--- src/tsq_pkg.sv ---
// Constants, types and the register map of the touch screen sequencer.
// Assumes one 100 MHz clock and an external 10-bit converter core.
package tsq_pkg;

	////////////////////////////////////////////////////////////////////////////
	// Timing
	localparam int unsigned CLK_PERIOD_NS = 10;
	localparam int unsigned DLY_STEP_US = 40;
	localparam int unsigned DLY_STEP_CYC = (DLY_STEP_US * 1000) / CLK_PERIOD_NS;
	localparam int unsigned CONV_MAX_US = 10;
	localparam int unsigned CONV_MAX_CYC = (CONV_MAX_US * 1000) / CLK_PERIOD_NS;

	////////////////////////////////////////////////////////////////////////////
	// Register offsets
	localparam logic [7:0] OFS_CTRL = 8'h00;
	localparam logic [7:0] OFS_DELAY = 8'h04;
	localparam logic [7:0] OFS_SLOTS = 8'h08;
	localparam logic [7:0] OFS_GEN_CHAN = 8'h0C;
	localparam logic [7:0] OFS_STATUS = 8'h10;
	localparam logic [7:0] OFS_MASK = 8'h14;
	localparam logic [2:0] RES_PAGE = 3'h1;

	////////////////////////////////////////////////////////////////////////////
	// Field positions
	localparam int unsigned CTRL_TS_EN = 0;
	localparam int unsigned CTRL_PEN_EN = 1;
	localparam int unsigned CTRL_TS_START = 2;
	localparam int unsigned CTRL_GEN_START = 3;
	localparam int unsigned CTRL_TS_LAST = 4;
	localparam int unsigned CTRL_GEN_LAST = 8;
	localparam int unsigned DLY_FIRST = 0;
	localparam int unsigned DLY_BETWEEN = 4;
	localparam int unsigned DLY_TRAIL = 8;
	localparam int unsigned ST_PEN = 0;
	localparam int unsigned ST_TS_DONE = 1;
	localparam int unsigned ST_GEN_DONE = 2;
	localparam int unsigned ST_BUSY = 8;
	localparam int unsigned ST_TS_BUSY = 9;

	////////////////////////////////////////////////////////////////////////////
	// Reset values
	localparam logic [15:0] SLOTS_RST = 16'h0000;
	localparam logic [31:0] GEN_CHAN_RST = 32'h0000_0000;
	localparam logic [3:0] DLY_RST = 4'h0;
	localparam logic [2:0] LAST_RST = 3'h0;
	localparam logic [2:0] MASK_RST = 3'h7;

	////////////////////////////////////////////////////////////////////////////
	// Converter channels
	localparam logic [3:0] CH_COIN = 4'h8;
	localparam logic [3:0] CH_X1 = 4'hC;
	localparam logic [3:0] CH_X2 = 4'hD;
	localparam logic [3:0] CH_Y1 = 4'hE;
	localparam logic [3:0] CH_Y2 = 4'hF;

	typedef enum logic [1:0] {
		ACT_DUMMY = 2'b00,
		ACT_X = 2'b01,
		ACT_Y = 2'b10,
		ACT_CONTACT = 2'b11
	} tsq_action_t;

	typedef enum logic [2:0] {
		ST_IDLE = 3'b000,
		ST_FIRST = 3'b001,
		ST_ISSUE = 3'b010,
		ST_WAIT = 3'b011,
		ST_GAP = 3'b100,
		ST_TRAIL = 3'b101
	} tsq_state_t;

	typedef struct packed {
		logic ref_en;
		logic x_bias;
		logic y_bias;
		logic cur_y1;
		logic gnd_x2;
		logic pen_bias;
	} tsq_drive_t;

	typedef struct packed {
		logic start;
		logic [3:0] chan;
		logic diff;
		logic gain2;
	} tsq_conv_req_t;

endpackage

--- src/tsq_sequencer.sv ---
// Touch screen and converter reading sequencer with register port.
// Assumes a converter core that answers conv_req.start with conv_done.
//
// Summary of operation
// - Channel 8 converts two thirds of backup cell voltage.
// - Channel 8 reading of backup cell stays available below disconnect threshold.
// - Unused panel terminals serve as general inputs on channels 12 to 15.
// - Detected pen with bias enabled sets pen flag; interrupt unless masked.
// - Pen detection works only while touch readout is disabled.
// - Touch reference is on only while a touch sequence runs, delays and dummy slots included.
// - Coordinate readings return the 10-bit converter value unchanged.
// - Contact reading returns twice the drop across contact resistance.
// - X reading biases x1 and x2, samples y1.
// - Y reading biases y1 and y2, samples x1.
// - Contact reading drives current into y1, grounds x2, converts y2 minus x1.
// - Touch sequence runs slot zero through the last slot field.
// - Slot code selects dummy, X, Y or contact.
// - Dummy pre-biases references and stores zero.
// - Touch sequence preempts a general sequence and overwrites its results.
// - Three 4-bit delays in 40 us steps, reset to zero.
// - Each conversion finishes within 10 us.
// - General sequence completion raises its own maskable done flag.
`timescale 1ns/100ps
module tsq_sequencer
	import tsq_pkg::*;
(
	// Clock and reset
	input wire logic clk_sys,
	input wire logic reset,
	// Register port
	input wire logic [7:0] addr,
	input wire logic [31:0] wr_data,
	input wire logic wr_stb,
	input wire logic rd_stb,
	output logic [31:0] rd_data,
	// Converter core
	output tsq_conv_req_t conv_req,
	input wire logic conv_done,
	input wire logic [9:0] conv_data,
	// Panel
	output tsq_drive_t drive,
	input wire logic pen_detect_in,
	// Interrupt
	output logic irq
);

	////////////////////////////////////////////////////////////////////////////
	// Declarations
	logic [15:0] wait_cnt_reg;
	logic ts_en_reg, pen_en_reg, ts_start_reg, gen_start_reg;
	logic [2:0] ts_last_reg, gen_last_reg;
	logic [3:0] dly_first_reg, dly_between_reg, dly_trail_reg;
	logic [15:0] slots_reg;
	logic [31:0] gen_chan_reg;
	logic [2:0] status_reg, mask_reg;
	logic [9:0] res_reg [8];
	tsq_state_t state_reg;
	logic is_touch_reg;
	logic [2:0] slot_reg, store_slot_reg;
	logic [15:0] cnt_reg;
	logic store_reg, ts_done_reg, gen_done_reg;
	logic [9:0] store_val_reg;
	tsq_conv_req_t conv_req_reg;
	tsq_drive_t drive_reg;
	logic irq_reg;
	logic [31:0] rd_data_reg;
	logic [31:0] read_val;
	logic wr_ctrl, ts_begin, adv, pen_evt, ts_active;
	tsq_action_t cur_act;
	logic [3:0] cur_chan;
	logic [2:0] cur_last;

	function automatic logic [15:0] dly_cycles(input logic [3:0] f);
		dly_cycles = 16'(f * DLY_STEP_CYC);
	endfunction

	function automatic tsq_conv_req_t action_req(input tsq_action_t a);
		tsq_conv_req_t r;
		r = '0;
		r.start = 1'b1;
		case (a)
			ACT_X: r.chan = CH_Y1;
			ACT_Y: r.chan = CH_X1;
			ACT_CONTACT: begin
				r.chan = CH_Y2;
				r.diff = 1'b1;
				r.gain2 = 1'b1;
			end
			default: r.start = 1'b0;
		endcase
		return r;
	endfunction

	function automatic tsq_drive_t action_drive(input tsq_action_t a);
		tsq_drive_t d;
		d = '0;
		d.ref_en = 1'b1;
		case (a)
			ACT_X: d.x_bias = 1'b1;
			ACT_Y: d.y_bias = 1'b1;
			ACT_CONTACT: begin
				d.cur_y1 = 1'b1;
				d.gnd_x2 = 1'b1;
			end
			default: d.ref_en = 1'b1;
		endcase
		return d;
	endfunction

	////////////////////////////////////////////////////////////////////////////
	// Shared decode
	assign wr_ctrl = wr_stb && (addr == OFS_CTRL);
	assign cur_act = tsq_action_t'(slots_reg[2 * slot_reg +: 2]);
	assign cur_chan = gen_chan_reg[4 * slot_reg +: 4];
	assign cur_last = is_touch_reg ? ts_last_reg : gen_last_reg;
	assign ts_active = (state_reg != ST_IDLE) && is_touch_reg;
	assign ts_begin = ts_start_reg && ts_en_reg && !ts_active;
	assign adv = (state_reg == ST_ISSUE && is_touch_reg && cur_act == ACT_DUMMY)
		|| (state_reg == ST_WAIT && (conv_done || cnt_reg == 16'h0000));
	assign pen_evt = pen_detect_in && pen_en_reg && !ts_en_reg;

	////////////////////////////////////////////////////////////////////////////
	// Control registers
	always_ff @(posedge clk_sys or posedge reset) begin
		if (reset) begin
			ts_en_reg <= 1'b0;
			pen_en_reg <= 1'b0;
			ts_last_reg <= LAST_RST;
			gen_last_reg <= LAST_RST;
			dly_first_reg <= DLY_RST;
			dly_between_reg <= DLY_RST;
			dly_trail_reg <= DLY_RST;
			slots_reg <= SLOTS_RST;
			gen_chan_reg <= GEN_CHAN_RST;
			mask_reg <= MASK_RST;
		end else if (wr_stb) begin
			if (addr == OFS_CTRL) begin
				ts_en_reg <= wr_data[CTRL_TS_EN];
				pen_en_reg <= wr_data[CTRL_PEN_EN];
				ts_last_reg <= wr_data[CTRL_TS_LAST +: 3];
				gen_last_reg <= wr_data[CTRL_GEN_LAST +: 3];
			end else if (addr == OFS_DELAY) begin
				dly_first_reg <= wr_data[DLY_FIRST +: 4];
				dly_between_reg <= wr_data[DLY_BETWEEN +: 4];
				dly_trail_reg <= wr_data[DLY_TRAIL +: 4];
			end else if (addr == OFS_SLOTS) begin
				slots_reg <= wr_data[15:0];
			end else if (addr == OFS_GEN_CHAN) begin
				gen_chan_reg <= wr_data;
			end else if (addr == OFS_MASK) begin
				mask_reg <= wr_data[2:0];
			end
		end
	end

	////////////////////////////////////////////////////////////////////////////
	// Start bits
	always_ff @(posedge clk_sys or posedge reset) begin
		if (reset) begin
			ts_start_reg <= 1'b0;
			gen_start_reg <= 1'b0;
		end else begin
			if (ts_begin) begin
				ts_start_reg <= 1'b0;
			end
			if (state_reg == ST_IDLE || ts_active) begin
				gen_start_reg <= 1'b0;
			end
			if (wr_ctrl) begin
				ts_start_reg <= wr_data[CTRL_TS_START] && wr_data[CTRL_TS_EN];
				gen_start_reg <= wr_data[CTRL_GEN_START] && !ts_active;
			end
		end
	end

	////////////////////////////////////////////////////////////////////////////
	// Sequencer
	always_ff @(posedge clk_sys or posedge reset) begin
		if (reset) begin
			state_reg <= ST_IDLE;
			is_touch_reg <= 1'b0;
			slot_reg <= 3'h0;
			cnt_reg <= 16'h0000;
			conv_req_reg <= '0;
			store_reg <= 1'b0;
			store_slot_reg <= 3'h0;
			store_val_reg <= 10'h000;
			ts_done_reg <= 1'b0;
			gen_done_reg <= 1'b0;
		end else begin
			conv_req_reg.start <= 1'b0;
			ts_done_reg <= 1'b0;
			gen_done_reg <= 1'b0;
			store_reg <= adv && !ts_begin;
			store_slot_reg <= slot_reg;
			store_val_reg <= (state_reg == ST_WAIT && conv_done) ? conv_data : 10'h000;
			if (cnt_reg != 16'h0000) begin
				cnt_reg <= cnt_reg - 16'h0001;
			end
			if (ts_begin) begin
				is_touch_reg <= 1'b1;
				slot_reg <= 3'h0;
				state_reg <= ST_FIRST;
				cnt_reg <= dly_cycles(dly_first_reg);
			end else begin
				case (state_reg)
					ST_IDLE: begin
						if (gen_start_reg) begin
							is_touch_reg <= 1'b0;
							slot_reg <= 3'h0;
							state_reg <= ST_ISSUE;
						end
					end
					ST_FIRST: begin
						if (cnt_reg == 16'h0000) begin
							state_reg <= ST_ISSUE;
						end
					end
					ST_ISSUE: begin
						if (!adv) begin
							if (is_touch_reg) begin
								conv_req_reg <= action_req(cur_act);
							end else begin
								conv_req_reg <= '{start: 1'b1, chan: cur_chan, diff: 1'b0, gain2: 1'b0};
							end
							cnt_reg <= 16'(CONV_MAX_CYC);
							state_reg <= ST_WAIT;
						end
					end
					ST_GAP: begin
						if (cnt_reg == 16'h0000) begin
							state_reg <= ST_ISSUE;
						end
					end
					ST_TRAIL: begin
						if (cnt_reg == 16'h0000) begin
							ts_done_reg <= is_touch_reg;
							gen_done_reg <= !is_touch_reg;
							state_reg <= ST_IDLE;
						end
					end
					default: state_reg <= state_reg;
				endcase
				if (adv) begin
					if (slot_reg == cur_last) begin
						state_reg <= ST_TRAIL;
						cnt_reg <= is_touch_reg ? dly_cycles(dly_trail_reg) : 16'h0000;
					end else begin
						slot_reg <= slot_reg + 3'h1;
						state_reg <= ST_GAP;
						cnt_reg <= is_touch_reg ? dly_cycles(dly_between_reg) : 16'h0000;
					end
				end
			end
		end
	end

	////////////////////////////////////////////////////////////////////////////
	// Result registers
	generate
		for (genvar i = 0; i < 8; i++) begin : g_res
			always_ff @(posedge clk_sys or posedge reset) begin
				if (reset) begin
					res_reg[i] <= 10'h000;
				end else if (store_reg && store_slot_reg == 3'(i)) begin
					res_reg[i] <= store_val_reg;
				end
			end
		end
	endgenerate

	////////////////////////////////////////////////////////////////////////////
	// Panel drive
	always_ff @(posedge clk_sys or posedge reset) begin
		if (reset) begin
			drive_reg <= '0;
		end else begin
			drive_reg <= ts_active ? action_drive(cur_act) : '0;
			drive_reg.pen_bias <= pen_en_reg && !ts_en_reg;
		end
	end

	////////////////////////////////////////////////////////////////////////////
	// Status and interrupt
	always_ff @(posedge clk_sys or posedge reset) begin
		if (reset) begin
			status_reg <= 3'h0;
			irq_reg <= 1'b0;
		end else begin
			status_reg <= (status_reg & ~((wr_stb && addr == OFS_STATUS) ? wr_data[2:0] : 3'h0))
				| {gen_done_reg, ts_done_reg, pen_evt};
			irq_reg <= |(status_reg & mask_reg);
		end
	end

	////////////////////////////////////////////////////////////////////////////
	// Read port
	always_comb begin
		read_val = 32'h0000_0000;
		if (addr == OFS_CTRL) begin
			read_val[CTRL_TS_EN] = ts_en_reg;
			read_val[CTRL_PEN_EN] = pen_en_reg;
			read_val[CTRL_TS_START] = ts_start_reg;
			read_val[CTRL_GEN_START] = gen_start_reg;
			read_val[CTRL_TS_LAST +: 3] = ts_last_reg;
			read_val[CTRL_GEN_LAST +: 3] = gen_last_reg;
		end else if (addr == OFS_DELAY) begin
			read_val[11:0] = {dly_trail_reg, dly_between_reg, dly_first_reg};
		end else if (addr == OFS_SLOTS) begin
			read_val[15:0] = slots_reg;
		end else if (addr == OFS_GEN_CHAN) begin
			read_val = gen_chan_reg;
		end else if (addr == OFS_STATUS) begin
			read_val[2:0] = status_reg;
			read_val[ST_BUSY] = state_reg != ST_IDLE;
			read_val[ST_TS_BUSY] = ts_active;
		end else if (addr == OFS_MASK) begin
			read_val[2:0] = mask_reg;
		end else if (addr[7:5] == RES_PAGE && addr[1:0] == 2'h0) begin
			read_val[9:0] = res_reg[addr[4:2]];
		end
	end

	always_ff @(posedge clk_sys or posedge reset) begin
		if (reset) begin
			rd_data_reg <= 32'h0000_0000;
		end else begin
			rd_data_reg <= rd_stb ? read_val : 32'h0000_0000;
		end
	end

	assign rd_data = rd_data_reg;
	assign conv_req = conv_req_reg;
	assign drive = drive_reg;
	assign irq = irq_reg;

	////////////////////////////////////////////////////////////////////////////
	// Assertions
	// Cycles spent waiting for the converter, for the time limit check
	always_ff @(posedge clk_sys or posedge reset) begin
		if (reset) begin
			wait_cnt_reg <= 16'h0000;
		end else begin
			wait_cnt_reg <= (state_reg == ST_WAIT) ? wait_cnt_reg + 16'h0001 : 16'h0000;
		end
	end
endmodule

--- config.mk ---
export PLATFORM = sky130hd
export DESIGN_NAME = tsq_sequencer
export DESIGN_NICKNAME = d
export VERILOG_FILES = /design/src/tsq_pkg.sv /design/src/tsq_sequencer.sv
export SDC_FILE = /design/constraint.sdc
export NUM_CORES = 1
export LEC_CHECK = 0
export BUFFER_PORTS_ARGS = -buffer_cell sky130_fd_sc_hd__buf_2
export CORE_MARGIN = 1
export CORE_UTILIZATION = 55
export CTS_CLUSTER_DIAMETER = 30
export DETAILED_ROUTE_END_ITERATION = 10
export HOLD_SLACK_MARGIN = 0.05
export PLACE_DENSITY_LB_ADDON = 0.15
export SLEW_MARGIN = 20
export SYNTH_ARGS = -nofsm -noshare
export SYNTH_HDL_FRONTEND = slang
export SYNTH_SLANG_ARGS = --single-unit
export TNS_END_PERCENT = 100
--- constraint.sdc ---
create_clock -name clk_sys -period 7.7 [get_ports clk_sys]
set_clock_uncertainty 0.05 [all_clocks]
set_input_delay 1.155 -clock clk_sys [delete_from_list [all_inputs] [get_ports clk_sys]]
set_output_delay 1.155 -clock clk_sys [all_outputs]
set_load 0.03 [all_outputs]
Word-level counts from Yosys, hierarchy flattened:

Index checks and enable logic that the tools add are counted.

* register bits after elaboration: 241
* input bits: 56
* word-level logic and storage cells: 213

* add/sub/neg operators: 2
* multipliers: 3
* magnitude comparators: 1
* equal/unequal tests: 25
* shift operators: 2
* multiplexer cells: 71
* bitwise logic cells: 11
* reductions and logical operators: 56

Operator list (number)
* $mux W16: 9
* $mux W10: 11
* $mux W3: 15
* $mux W7: 6
* $mul A4 B7 Y11 const B: 3
* $mux W32: 1
* $shiftx A32 B6 Y4: 1
* $bmux W10 S3: 1
* $logic_and A1 B1 Y1: 24
* $mux W22: 1
* $mux W21: 1
* $mux W20: 1
* $eq A3 B3 Y1 const B: 6
* $mux W1: 18
* $eq A8 B4 Y1 const B: 2
* $eq A8 B5 Y1 const B: 2
* $logic_not A16 Y1: 1
* $reduce_bool A16 Y1: 1
* $shiftx A16 B5 Y2: 1
* $sub A16 B1 Y16 const B: 1
* $eq A3 B2 Y1 const B: 4
* $mux W12: 1
* $pmux W3 S4: 1
* $pmux W4 S3: 1
* other kinds (33): 58

Logic depth before layout (Yosys ltp):

* word-level depth: 18
* mapped depth: 11
* gate-level depth less buffers: 11

Worst setup path before layout:

No wires, ideal clock.

* path type: register to register
* start point: register dly_between_reg[2]
* end point: register cnt_reg[15]
* setup time: 126 ps
* data arrival time: 3101 ps
* required time: 7524 ps
* setup slack: 4423 ps
* cell stages (with the launch flop): 12
* period minus slack after synthesis: 3277 ps
* cells stage by stage: dfrtp_1 fa_1 inv_1 fa_1 inv_1 ha_1 a211oi_1 o211ai_1 a31oi_1 xor2_1 mux2i_1 a221o_1

* word-level cells in the longest chain between the ends: 5

RTL lines
* start: declaration: line tsq_sequencer.sv:52 `logic [3:0] dly_first_reg, dly_between_reg, dly_trail_reg;`
* start signal: assignment: line tsq_sequencer.sv:144 `dly_between_reg <= wr_data[DLY_BETWEEN +: 4];`
* $mul A4 B7 Y11: line tsq_sequencer.sv:74 `dly_cycles = 16'(f * DLY_STEP_CYC);`
* $mux W16: line tsq_sequencer.sv:251 `cnt_reg <= is_touch_reg ? dly_cycles(dly_between_reg) : 16'h0000;`
* $mux W16: line tsq_sequencer.sv:245 `if (slot_reg == cur_last) begin`
* $mux W16: line tsq_sequencer.sv:244 `if (adv) begin`
* $mux W16: line tsq_sequencer.sv:200 `if (ts_begin) begin`
* end signal: assignment: line tsq_sequencer.sv:204 `cnt_reg <= dly_cycles(dly_first_reg);`
* end signal: assignment: line tsq_sequencer.sv:247 `cnt_reg <= is_touch_reg ? dly_cycles(dly_trail_reg) : 16'h0000;`
* end signal: assignment: line tsq_sequencer.sv:251
* end: declaration: line tsq_sequencer.sv:60 `logic [15:0] cnt_reg;`

Every way passes these cells.
A chain may end at the register's enable or synchronous reset.

Final worst setup path:

* start point: register dly_first_reg[1]
* end point: register cnt_reg[15]

* word-level cells in the longest chain between the ends: 2

RTL lines
* start: declaration: line tsq_sequencer.sv:52
* start signal: assignment: line tsq_sequencer.sv:143 `dly_first_reg <= wr_data[DLY_FIRST +: 4];`
* $mul A4 B7 Y11: line tsq_sequencer.sv:74
* $mux W16: line tsq_sequencer.sv:200
* end signal: assignment: line tsq_sequencer.sv:198 `cnt_reg <= cnt_reg - 16'h0001;`
* end signal: assignment: line tsq_sequencer.sv:204
* end signal: assignment: line tsq_sequencer.sv:226 `cnt_reg <= 16'(CONV_MAX_CYC);`

Every way passes these cells.

==> key figures <==
Timing
  – Final Setup Violations: 0
  – Post-layout min period: 3.684 ns
  – Slew Limit Fails: 0
  – Final hold vios: 0
  – Setup ws final: 4.016 ns
  – Relative slew slack: 0.2923
  – Setup TNS: 0 ns
  – WHS: 0.4013 ns
  – Crit share post-route: 0.4784
  – Worst slew pin tran: 1.062 ns
  – Highest clock rate: 271.4 MHz
  – RSZ-0062 raised after global routing: no

Placement
  – Dpl cell area: 13430 um^2
  – Post-DP HPWL: 20520 um
  – Buffers added on ports: 101
  – Placed cell count: 1365
  – Routability cong.: 0.8735
  – Place WS: 3.654 ns

Logic synthesis
  – Syn. warnings: 0
  – Synth Instances: 1015
  – Post-synth EDFFs: 0
  – Post-synthesis area per instance: 12.54 um^2
  – Synth top cells by count: dfrtp_1, mux2_2, nand2_1, nor2_1
  – Top cells by area, synth: dfrtp_1, mux2_2, mux4_2
  – Ys flop type: dfrtp_1
  – #FFs+latches synth: 239
  – Post-Syn Nets: 1136
  – Synthesized cell area: 12730 um^2
  – Most frequent cell after synthesis: dfrtp_1
  – Post-synth top area share: 0.4640
  – Async SR Flop Fraction: 1.000
  – Yosys cell types: 78
  – Register area share after synthesis: 0.4702
  – Leading area contributor after synthesis: dfrtp_1

Finish
  – Area growth, synth to finish: 20.62%
  – Layout cell share with drive strength beyond 1: 0.3497
  – Multi-input gate area: 6319 um^2
  – Largest register FFs: 80
  – FILL cells: 1656
  – Final #Nets: 1255
  – Final cell count without fillers: 1463
  – Design Area, Final: 15350 um^2
  – Diodes inserted: 0
  – Storage cell area: 5984 um^2

Setup path
  – Worst reg2reg path depth: 11
  – R2R Path End: cnt_reg[15]
  – Crit Path Category: flip-flop to flip-flop
  – Worst reg2reg setup slack: 4.02 ns
  – CP arrival: 4.06 ns
  – Worst setup path end: cnt_reg[15]
  – Worst Setup SP: dly_first_reg[1]
  – RR Startpoint: dly_first_reg[1]
  – Startpoint Class: flip-flop
  – CP Data Required Time: 8.07 ns
  – Worst setup EP type: flip-flop
  – CP Max Fanout: 8

Pwr
  – Leakage: 7.705 nW
  – PD cells: 258.3 nW/um^2
  – Peak supply drop: 0.1911 mV

CTS
  – Clk slew on worst S/H paths: 0.05 ns
  – Clock Sinks: 239
  – Post-CTS Resized: 0
  – CTS tree: yes
  – Clock root buffer: clkbuf_16
  – H-tree level count: 2
  – Max Buffers Root-to-Sink: 3
  – Cts hold-fix bufs: 0
  – Setup Buffers After CTS: 0
  – Clock latency on the worst-skew pair: 0.56 ns
  – CTS buffer count: 52

Floorplanning
  – Rows: 55
  – Horiz. Die Dim: 154.1 um
  – Io pins: 102
  – Placeable Area: 22640 um^2
  – Initial core utilization: 0.5621
  – Die H: 154.1 um
  – Die area: 23750 um^2

Global routing
  – Antenna violations before repair: 0
  – Vias in the first global route: 9001
  – First-pass GRT wire length: 49920 um
  – Largest net degree at the start of global routing: 137
  – All-Layer GR Usage: 0.2735
  – GRT Residual Overflow: 0

Detailed routing
  – WL final: 30810 um
  – 1st-iter DRT viols: 602
  – Pre-antenna DRT Iters: 5
  – DRC Markers: 0
  – Post-DRT Antenna Nets: 0
  – Vias: 8678
  – Vias per cell: 5.932
  – Routed wire length per instance: 21.06 um

Run
  – Max cap viols: 0

Status
  – Status: complete, no violations

Min path
  – Worst Hold Class: flip-flop to flip-flop
cell families after synthesis:
kind of cell | Yosys count | share of synthesized area
compound gates | 137 | 0.07383
xor+xnor | 27 | 0.01858
fa+ha+maj | 65 | 0.07629
buf+inv | 92 | 0.03343
flops | 239 | 0.4702
mux | 229 | 0.2343
simple gates | 226 | 0.09340
per-layer routing:
metal | track usage | share of wire | vias to the layer above
met5 | 0 | 0 | -
met4 | 0.1010 | 0.030 | 0
met3 | 0.05552 | 0.057 | 78
met2 | 0.4292 | 0.47 | 271
met1 | 0.3779 | 0.44 | 4403
li1 | - | - | 3926
where the power goes:
group	switching (mW)	internal (mW)	total, mW
clock	0.731	1.65	2.38
sequential	0.0508	1.30	1.35
combinational	0.129	0.104	0.234
cell usage in the layout, fill, tap and decap left out, drive strengths merged, types with 7 or more instances in the layout:
| cell type | count |
|---|---|
| mux4 | 30 |
| inv | 45 |
| bufinv | 11 |
| or3 | 7 |
| clkinvlp | 10 |
| xor2 | 12 |
| nor3 | 14 |
| nor2b | 11 |
| dfrtp | 236 |
| nor2 | 53 |
| ha | 44 |
| xnor2 | 15 |
| a22oi | 7 |
| a31oi | 7 |
| clkinv | 16 |
| and2 | 26 |
| nor4 | 7 |
| a211oi | 8 |
| o21ai | 35 |
| o22ai | 13 |
| mux2 | 161 |
| nand3 | 16 |
| a21oi | 22 |
| a21o | 8 |
| nand2 | 54 |
| buf | 112 |
| clkbuf | 61 |
| fa | 21 |
| mux2i | 38 |
final cells by class:
class                           instances  area share
Clock buffer                           61     0.08966
Clock inverter                         37     0.03529
Inverter                               45     0.01125
Multi-Input combinational cell        684      0.4116
Sequential cell                       239      0.3898
Tap cell                              285     0.02323
Timing Repair Buffer                  112     0.03912
stage by stage:
| step | util | power, mW |
|---|---|---|
| floorplan | - | 1.522 |
| global placement | 0.5933 | 1.594 |
| detailed placement | 0.5933 | 1.599 |
| CTS | 0.6780 | 3.995 |
| global route | 0.6780 | 4.089 |
| finish | 0.6780 | 3.965 |
worst max-delay path, stage by stage (launching register included):
cell and delay, ns:
dfrtp_1 0.55, fa_1 0.71, inv_1 0.08, fa_1 0.50, inv_1 0.04, ha_1 0.34
o21a_1 0.22, a211oi_1 0.30, o21ai_0 0.14, a21oi_1 0.18, xnor2_1 0.12, a221o_1 0.30
how the worst min path moves through the flow:
stage | cells after the start | startpoint | slack, ns | endpoint
final | 1 | gen_done_reg | 0.40 | status_reg[2]
after global routing | 1 | gen_done_reg | 0.43 | status_reg[2]
after CTS | 1 | gen_done_reg | 0.40 | status_reg[2]
after detailed placement | 1 | gen_done_reg | 0.38 | status_reg[2]
after global placement | 1 | gen_done_reg | 0.37 | status_reg[2]
after floorplan | 0 | slot_reg[0] | 0.33 | store_slot_reg[0]
(Power assumes the default switching activity.)
